**src/design/wdg_pkg.sv**
```systemverilog
package wdg_pkg;
	// data-space location of the watchdog register
	localparam logic [7:0] WDG_ADDR      = 8'hD8;
	// register value after reset: counting bits and the software-reset bit
	// set, activation cleared
	localparam logic [7:0] WDG_RST_VAL   = 8'hFE;
	// register field positions
	localparam int         CTRL_BIT      = 0;
	localparam int         SR_BIT        = 1;
	localparam int         CNT_LSB_POS   = 7;
	// downcounter width and the bit that fires the reset
	localparam int         CNT_W         = 7;
	localparam int         CNT_TOP       = 6;
	localparam logic [6:0] CNT_RST_VAL   = 7'h7F;
	localparam logic [6:0] CNT_ONE       = 7'h01;
	// oscillator cycles per downcounter step
	localparam int         PRESCALE      = 3072;

	// one data-space access from the core
	typedef struct packed {
		logic [7:0] addr;   // data-space address
		logic       wr;     // write strobe, one cycle
		logic       rd;     // read strobe, one cycle
		logic [7:0] wdata;  // write data
	} bus_req_t;

	// stop control states, one-hot
	typedef enum logic [1:0] {
		ST_RUN  = 2'b01,
		ST_STOP = 2'b10
	} stop_state_t;
endpackage : wdg_pkg

```
**src/design/watchdog_downcounter.sv**
```systemverilog
`timescale 1ns/1ps
module watchdog_downcounter
	import wdg_pkg::*;
#(
	parameter bit HW_ACTIVATION = 1'b0,  // build option: always active
	parameter bit EXT_STOP_CTRL = 1'b0,  // build option: pin gates stop
	parameter int PRESCALE_DIV  = wdg_pkg::PRESCALE
) (
	// clock and reset
	input  wire logic           sys_clk,
	input  wire logic           sys_rst,
	// data-space access
	input  wdg_pkg::bus_req_t   bus_req,
	output logic [7:0]          bus_rdata,
	// core power control
	input  wire logic           stop_req,   // stop instruction, pulse
	input  wire logic           wake_irq,   // interrupt exits stop, pulse
	input  wire logic           nmi_pin,    // asynchronous pin level
	output logic                stop_mode,  // oscillator may halt
	output logic                stop_as_wait, // stop taken as wait, pulse
	// reset request to the system
	output logic                sys_reset_req
);
	import wdg_pkg::*;

	// register field to counter: bit 7 is the counter lsb, bit 1 its msb
	function automatic logic [CNT_W-1:0] reg_to_cnt(input logic [7:0] d);
		logic [CNT_W-1:0] c;
		c = '0;
		for (int i = 0; i < CNT_W; i++) begin
			c[i] = d[CNT_LSB_POS - i];
		end
		return c;
	endfunction : reg_to_cnt

	// counter to register field, activation bit in bit 0
	function automatic logic [7:0] cnt_to_reg(input logic [CNT_W-1:0] c,
		input logic act);
		logic [7:0] d;
		d = '0;
		for (int i = 0; i < CNT_W; i++) begin
			d[CNT_LSB_POS - i] = c[i];
		end
		d[CTRL_BIT] = act;
		return d;
	endfunction : cnt_to_reg

	localparam logic [CNT_W-1:0] RST_CNT = reg_to_cnt(WDG_RST_VAL);

	logic [CNT_W-1:0] cnt_reg;       // physical downcounter
	logic             en_reg;        // software activation latch
	logic             active;        // watchdog armed
	logic             nmi_meta_reg;  // pin synchroniser, first stage
	logic             nmi_sync_reg;  // pin synchroniser, second stage
	stop_state_t      state_reg;     // stop control state
	logic             hit;           // access to our location
	logic             wr_hit;        // register write this cycle
	logic             sr_clear;      // software-reset bit written low
	logic             tick;          // one count step
	logic             expire;        // bit 6 about to fall while armed
	logic             allow_stop;    // stop may really halt
	logic [7:0]       rdata_reg;     // registered read data
	logic             rst_req_reg;   // registered reset request
	logic             wait_reg;      // registered stop-as-wait pulse

	assign hit    = (bus_req.addr == WDG_ADDR);
	assign wr_hit = hit && bus_req.wr;
	// a write with the bit low fires even if it was already low
	assign sr_clear = wr_hit && !bus_req.wdata[SR_BIT];
	// hardware option ignores the latch entirely
	assign active = HW_ACTIVATION ? 1'b1 : en_reg;

	// pin level reaches logic only through two flops
	always_ff @(posedge sys_clk) begin
		if (sys_rst) begin
			nmi_meta_reg <= 1'b0;
			nmi_sync_reg <= 1'b0;
		end else begin
			nmi_meta_reg <= nmi_pin;
			nmi_sync_reg <= nmi_meta_reg;
		end
	end

	// step enable; a write restarts the period so a fresh reload or
	// activation always gets a full PRESCALE_DIV cycles before the next step
	wdg_prescaler #(
		.DIV   (PRESCALE_DIV)
	) u_pre (
		.sys_clk (sys_clk),
		.sys_rst (sys_rst),
		.run     (state_reg == ST_RUN),
		.clear   (wr_hit),
		.tick    (tick)
	);

	// expiry only counts while armed: an unarmed counter just wraps
	assign expire = active && tick && !wr_hit && cnt_reg[CNT_TOP]
		&& (cnt_reg[CNT_TOP-1:0] == '0);

	// downcounter: write reloads, else one step per tick, frozen in stop
	always_ff @(posedge sys_clk) begin
		if (sys_rst) begin
			cnt_reg <= RST_CNT;
		end else if (wr_hit) begin
			cnt_reg <= reg_to_cnt(bus_req.wdata);
		end else if (tick) begin
			cnt_reg <= cnt_reg - CNT_ONE;
		end
	end

	// activation latch: set by software, cleared only by system reset
	always_ff @(posedge sys_clk) begin
		if (sys_rst) begin
			en_reg <= WDG_RST_VAL[CTRL_BIT];
		end else if (wr_hit && bus_req.wdata[CTRL_BIT]) begin
			en_reg <= 1'b1;
		end
	end

	// reset request, one cycle; the system answers with sys_rst
	always_ff @(posedge sys_clk) begin
		if (sys_rst) begin
			rst_req_reg <= 1'b0;
		end else begin
			rst_req_reg <= sr_clear || expire;
		end
	end

	// read data held in a flop, taken on the read strobe
	always_ff @(posedge sys_clk) begin
		if (sys_rst) begin
			rdata_reg <= 8'h00;
		end else if (hit && bus_req.rd) begin
			rdata_reg <= cnt_to_reg(cnt_reg, active);
		end
	end

	// stop may halt only when unarmed, or with pin gating and pin high
	assign allow_stop = !active
		|| (EXT_STOP_CTRL && nmi_sync_reg);

	// stop control: enter on a permitted stop, leave on an interrupt
	always_ff @(posedge sys_clk) begin
		if (sys_rst) begin
			state_reg <= ST_RUN;
			wait_reg  <= 1'b0;
		end else begin
			wait_reg <= 1'b0;
			case (state_reg)
				ST_RUN: begin
					if (stop_req && allow_stop) begin
						state_reg <= ST_STOP;
					end else if (stop_req) begin
						wait_reg <= 1'b1;
					end
				end
				ST_STOP: begin
					// counter resumes from where it was held
					if (wake_irq) begin
						state_reg <= ST_RUN;
					end
				end
				default: begin
					state_reg <= ST_RUN;
				end
			endcase
		end
	end

	assign bus_rdata     = rdata_reg;
	assign sys_reset_req = rst_req_reg;
	assign stop_mode     = (state_reg == ST_STOP);
	assign stop_as_wait  = wait_reg;
endmodule : watchdog_downcounter

```
**src/design/wdg_prescaler.sv**
```systemverilog
`timescale 1ns/1ps
// divides the oscillator clock into a one-cycle step enable
module wdg_prescaler #(
	parameter int DIV = 3072
) (
	// clock and reset
	input  wire logic sys_clk,
	input  wire logic sys_rst,
	// control
	input  wire logic run,    // low holds the count (stop mode)
	input  wire logic clear,  // restart a full period
	// step enable
	output logic      tick
);
	localparam int W = $clog2(DIV);
	localparam logic [W-1:0] LAST = W'(DIV - 1);
	localparam logic [W-1:0] ZERO = '0;
	localparam logic [W-1:0] ONE  = W'(1);

	logic [W-1:0] div_reg;  // cycles elapsed in this period

	// clear wins so a reload always buys a whole first period
	always_ff @(posedge sys_clk) begin
		if (sys_rst || clear) begin
			div_reg <= ZERO;
		end else if (run) begin
			div_reg <= (div_reg == LAST) ? ZERO : div_reg + ONE;
		end
	end

	assign tick = run && !clear && (div_reg == LAST);
endmodule : wdg_prescaler

```
**config.mk**
```make
export PLATFORM = sky130hd
export DESIGN_NAME = watchdog_downcounter
export DESIGN_NICKNAME = d
export VERILOG_FILES = /design/src/design/wdg_pkg.sv /design/src/design/watchdog_downcounter.sv /design/src/design/wdg_prescaler.sv
export SDC_FILE = /design/constraint.sdc
export NUM_CORES = 1
export LEC_CHECK = 0
export BUFFER_PORTS_ARGS = -buffer_cell sky130_fd_sc_hd__buf_2
export CAP_MARGIN = 20
export CORE_ASPECT_RATIO = 0.5
export CORE_MARGIN = 1.5
export CORE_UTILIZATION = 38
export CTS_BUF_LIST = sky130_fd_sc_hd__clkbuf_8
export DETAILED_ROUTE_END_ITERATION = 6
export GPL_TIMING_DRIVEN = 1
export PLACE_DENSITY_LB_ADDON = 0.08
export RECOVER_POWER = 100
export REMOVE_ABC_BUFFERS = 1
export SLEW_MARGIN = 25
export SYNTH_ARGS = -nofsm -noshare
export SYNTH_HDL_FRONTEND = slang
export SYNTH_SLANG_ARGS = --single-unit
```
**constraint.sdc**
```tcl
create_clock -name sys_clk -period 4.17 [get_ports sys_clk]
set_clock_uncertainty 0.15 [all_clocks]
set_input_delay 0.834 -clock sys_clk [delete_from_list [all_inputs] [get_ports sys_clk]]
set_output_delay 0.834 -clock sys_clk [all_outputs]
set_load 0.01 [all_outputs]
```
== Word-level counts from Yosys, hierarchy flattened ==
Cells that the tools add are included.
Storage, ports and cells
  flip-flop bits (word level): 32
  input port bits: 23
  output and inout port bits: 11
  logic and storage cells: 43
Operators by class
  $add $sub $neg: 2
  equality and inequality tests: 6
  mux-type cells: 7
  bitwise operators: 1
  reduce and logical (&&, ||, !) cells: 20
Operator list (count)
  7-bit 2-to-1 mux: 2
  12-bit by 1-bit adder with 12-bit output (second input constant): 1
  12-bit == test (second input constant): 1
  12-bit 2-to-1 mux: 1
  1-bit logical AND: 11
  8-bit == test (second input constant): 1
  7-bit by 1-bit subtractor with 7-bit output (second input constant): 1
  6-bit zero test: 1
  2-bit 2-to-1 mux: 2
  2-bit inequality test (second input constant): 2
  2-bit one-hot mux with 2 select lines: 1
  1-bit zero test: 3
  3-bit OR reduction: 1
  2-bit by 1-bit == test with 1-bit output (second input constant): 1
  2-bit == test (second input constant): 1
  1-bit logical OR: 2
  2-bit AND reduction: 1
  2-bit nonzero test: 1
  1-bit 2-to-1 mux: 1
  1-bit inverter: 1

== Depth between registers and ports, before layout ==
  depth after elaboration: 10
  gate-level depth with buffers: 6
  mapped depth without buffers: 5

== Hierarchy ==
Synthesis repeated with hierarchy kept, for this count alone.
Unflattened totals
  cells, all modules: 165
  area total of the unflattened synthesis: 1532.7 um^2
By module, submodules not included
  watchdog_downcounter: instances 1, cells an instance 97, area an instance 912.1 um^2, sequential area each 400.4 um^2
  wdg_prescaler: instances 1, cells an instance 68, area an instance 620.6 um^2, sequential area each 240.2 um^2

== Least setup slack after synthesis ==
Ideal clock, no wire load.
  path kind: input -> register
  start: input bus_req[11] (netlist bit)
  end: register cnt_reg[3]
  setup time: 0.086 ns
  arrival: 1.826 ns
  data required time: 3.934 ns
  setup slack: 2.109 ns
  stages: 5
  path buffers: 1
  cells stage by stage: nor4b_2 > and3_1 > buf_2 > nor3b_1 > a211oi_1
Between the ends
  longest elaborated chain between the ends: 6
  elaborated cells between the ends (all ways): 7
  those cells by class: 1 x eq/ne; 1 x mux; 5 x reduce/logical
RTL lines
  from (decl): line watchdog_downcounter.sv:13  | input wdg_pkg::bus_req_t bus_req,
  8-bit == test *: line watchdog_downcounter.sv:66  | assign hit = (bus_req.addr == WDG_ADDR);
  1-bit logical AND *: line watchdog_downcounter.sv:67  | assign wr_hit = hit && bus_req.wr;
  1-bit zero test: line wdg_prescaler.sv:31  | assign tick = run && !clear && (div_reg == LAST);
  1-bit logical AND (2 in series): line wdg_prescaler.sv:31
  2-bit nonzero test (no source line)
  to (signal assigned): line watchdog_downcounter.sv:105  | cnt_reg <= reg_to_cnt(bus_req.wdata);
  to (signal assigned): line watchdog_downcounter.sv:107  | cnt_reg <= cnt_reg - CNT_ONE;
  to (decl): line watchdog_downcounter.sv:50  | logic [CNT_W-1:0] cnt_reg;
Every way passes the cells marked *; elsewhere a longest branch is shown, timed or not.
A chain may end at the register's enable or synchronous reset.

== Final worst setup path ==
  start: input bus_req[11] (netlist bit)
  end: register u_pre.div_reg[5]
Between the ends
  longest elaborated chain between the ends: 3
RTL lines
  8-bit == test: line watchdog_downcounter.sv:66
  1-bit logical AND: line watchdog_downcounter.sv:67
  1-bit logical OR: line wdg_prescaler.sv:24  | if (sys_rst || clear) begin
  to (signal assigned): line wdg_prescaler.sv:27  | div_reg <= (div_reg == LAST) ? ZERO : div_reg + ONE;
  to (decl): line wdg_prescaler.sv:20  | logic [W-1:0] div_reg;
Every way passes these cells.

==> results.md <==
- Clock buffer depth: 2
- Setup crit start kind: input port
- CP max FO: 13
- EDFF count, synth: 0
- Mapped Area: 0.00157 mm^2
- Cts repair resizes: 0
- Max-Cap Viols: 0
- Initial DRC count: 22
- CTS tree: done
- Height of the die: 48.5 um
- DRC viols: 0
- Worst setup EP type: register
- Die Width: 94.0 um
- Setup CP Type: input port to register
- CP arrival: 2370 ps
- Post-route insts no fill: 258
- Gr ovfl total: 0
- Global placement routability congestion: roughly 0.74
- IO buf count: 32
- Max-slew headroom: ~20%
- Share of layout cells above drive strength 1: a little under a fifth
- Critical Path Sink: u_pre.div_reg[5]
- Core Area: between 0.003 and 0.004 mm^2
- Crit. Startpoint: bus_req[11]
- Rows: 16
- Worst Reg-to-Reg Cells: 5
- Hold WC Path Type: register to register
- Worst reg2reg setup slack: 2200 ps
- Root Driver: clkbuf_8
- Seq/Total Area, Yosys: 40.7%
- 1st-pass router iterations: 4
- Synth-to-Final Area Change: 17.2%
- Clock transition at the registers of the reported paths: 70 ps
- Slowest Stage Delay on Critical Path: 540 ps
- IO Pins: 34
- Vias per cell: approximately 4.9
- Insertion delay to the later sink of the worst-skew pair: between 200 and 300 ps
- Int Power: ~0.00046 W
- Combinational Power Share: 5.8%
- Tot GR Track Use: between 10% and 20%
- Clock share of power: 40.7%
- Final hold violations: 0
- Vias: 1273
- Fmax: 0.425 GHz
- Initial Util: between 30% and 40%
- Final Setup Violations: 0
- Worst endpoint required time: approximately 4200 ps
- Syn. warnings: 0
- Syn Area/Cell: 9.31 um^2
- Synthesized instance count: approximately 170
- Largest net degree at the start of global routing: 31
- Wirelength per Cell: around 12 um
- Total CTS buffers: 5
- Hold Buf Count CTS: 0
- # Post-CTS Setup Buffers: 0
- WHS: 328 ps
- Diodes inserted: 0
- Worst-path cell chain: buf_2 > nor4b_1 > and3_1 > or3_1 > nor2_1
- Final Cell Area: 0.00185 mm^2
- Htree depth: 2
- Post-Route Setup TNS: 0 ps
- Final net count: 228
- RR Endpoint: cnt_reg[5]
- Asr flop ratio synth: 0%
- Part of the power in registers: 53.5%
- Net switching power: 0.000132 W
- Placed Cells: 250
- Area of the die: around 0.0046 mm^2
- Placed instance area: 0.00178 mm^2
- Final ANT Viol Nets: 0
- Crit-path slowest cell: and3_1
- Worst-margin pin slew: 1200 ps
- RSZ-0062 raised after global routing: no
- Post-synth top flop: dfxtp_1
- Clock Sink Count: 32
- Maximum vdd drop: slightly above 0.1 mV
- Initial antenna violation count: 0
- Post-synthesis register bit count: 32
- First-pass GRT wire length: ~5500 um
- P_leak: 0.799 nW
- Final max-slew violation count: 0
- Status: completed
- Max reg flops: 12
- Vias in the first global route: roughly 1200
- Count of cell types in the netlist: 47
- R2r startpoint: u_pre.div_reg[0]
- DP HPWL: between 2000 and 2500 um
- Minimum clock period: 2350 ps
- Sw frac: 22.4%
- WL final: 3150 um
- Period utilisation layout: 56.4%
- Hold Crit Start: u_pre.div_reg[1]
- PwrDens: 319 mW/mm^2
- Tot Pwr: 0.000588 W
[cell usage in the layout (no fill, tap or decap), drive strengths merged, types with 3 or more instances in the layout]
cell | synthesis | layout
xor2 | 4 | 4
inv | 6 | 8
nor3b | 5 | 5
nor3 | 9 | 9
nor2 | 22 | 22
a21oi | 7 | 7
mux2i | 8 | 8
nand2b | 4 | 4
xnor2 | 6 | 6
a211oi | 3 | 3
clkbuf | 2 | 18
or3 | 3 | 3
nand2 | 8 | 8
a2111oi | 3 | 3
nand3 | 6 | 6
dfxtp | 32 | 32
and2 | 4 | 4
buf | 3 | 20
and4b | 3 | 3
and3 | 4 | 4
[worst min path at each step]
stage	to	slack (ps)	cells after the start
2_1_floorplan	stop_as_wait	290	2
3_3_place_gp	u_pre.div_reg[1]	310	2
3_5_place_dp	u_pre.div_reg[1]	320	2
4_1_cts	u_pre.div_reg[1]	330	2
5_1_grt	u_pre.div_reg[1]	360	2
6_report	u_pre.div_reg[1]	330	2
[final cells by class]
cell class,instances,area [um^2]
Fill cell,384,2100
Multi-Input combinational cell,126,880
Sequential cell,32,641
Timing Repair Buffer,32,145
Clock buffer,6,82.6
Tap cell,54,67.6
Inverter,6,22.5
Clock inverter,2,7.51
[critical path, delay by kind of cell]
kind          cells  cell delay [ps]
buf+inv           1              100
simple gates      4             1440
[cells in the mapped netlist (2+ instances only)]
| cell type | instances | area share [%] |
|---|---|---|
| buf_1 | 2 | 0.48 |
| inv_1 | 6 | 1.4 |
| nor3b_1 | 5 | 2.4 |
| and4b_1 | 3 | 1.9 |
| xnor2_1 | 6 | 3.3 |
| xor2_1 | 4 | 2.2 |
| mux2i_1 | 8 | 5.1 |
| nand2_1 | 8 | 1.9 |
| a211oi_1 | 3 | 1.4 |
| dfxtp_1 | 32 | 41 |
| ha_1 | 2 | 1.6 |
| nand2b_1 | 4 | 1.6 |
| and2_1 | 3 | 1.2 |
| nor3_1 | 9 | 2.9 |
| o21ai_0 | 2 | 0.64 |
| nand4_1 | 2 | 0.79 |
| and3_1 | 3 | 1.2 |
| nand3_1 | 5 | 1.6 |
| nor2_1 | 22 | 5.2 |
| or3_1 | 3 | 1.2 |
| nor2b_1 | 2 | 0.79 |
| nand4b_1 | 2 | 1.1 |
| a21oi_1 | 6 | 1.9 |
| nor4_4 | 2 | 2.7 |
| a2111oi_1 | 3 | 1.9 |
[metal layers]
layer / up-vias / share of wire, % / track usage, %
li1: 675 / - / -
met1: 570 / 54 / 22.7
met2: 24 / 41 / 21.3
met3: 4 / 3.8 / 5.82
met4: 0 / 0.79 / 4.48
met5: - / 0 / 0
[power groups by stage]
stage | sequential [W] | clock, W | combinational (W)
after CTS | 0.000315 | 0.000250 | 0.0000353
after floorplan | 0.000321 | 0 | 0.0000178
after global placement | 0.000321 | 0 | 0.0000344
final | 0.000315 | 0.000239 | 0.0000341
after detailed placement | 0.000322 | 0 | 0.0000353
after global routing | 0.000315 | 0.000264 | 0.0000391
[cells by family (layout without fill, tap and decap cells)]
group | count (synthesis) | in the layout | share of synthesized area [%]
AOI/OAI and AO/OA | 19 | 19 | 8.59
xor gates and xnor gates | 10 | 10 | 5.56
adders and majority gates | 2 | 2 | 1.59
buffers and inverters | 11 | 46 | 2.94
DFF | 32 | 32 | 40.7
muxes | 9 | 9 | 5.80
and+or+nand+nor | 86 | 86 | 34.8
[through the flow]
| stage | utilization [%] | worst slack, ps |
|---|---|---|
| floorplan | - | 2050 |
| global placement | 45.1 | 1670 |
| detailed placement | 45.1 | 1630 |
| CTS | 47.4 | 1940 |
| global route | 46.8 | 1590 |
| finish | 46.8 | 1820 |
(Power assumes the default switching activity.)
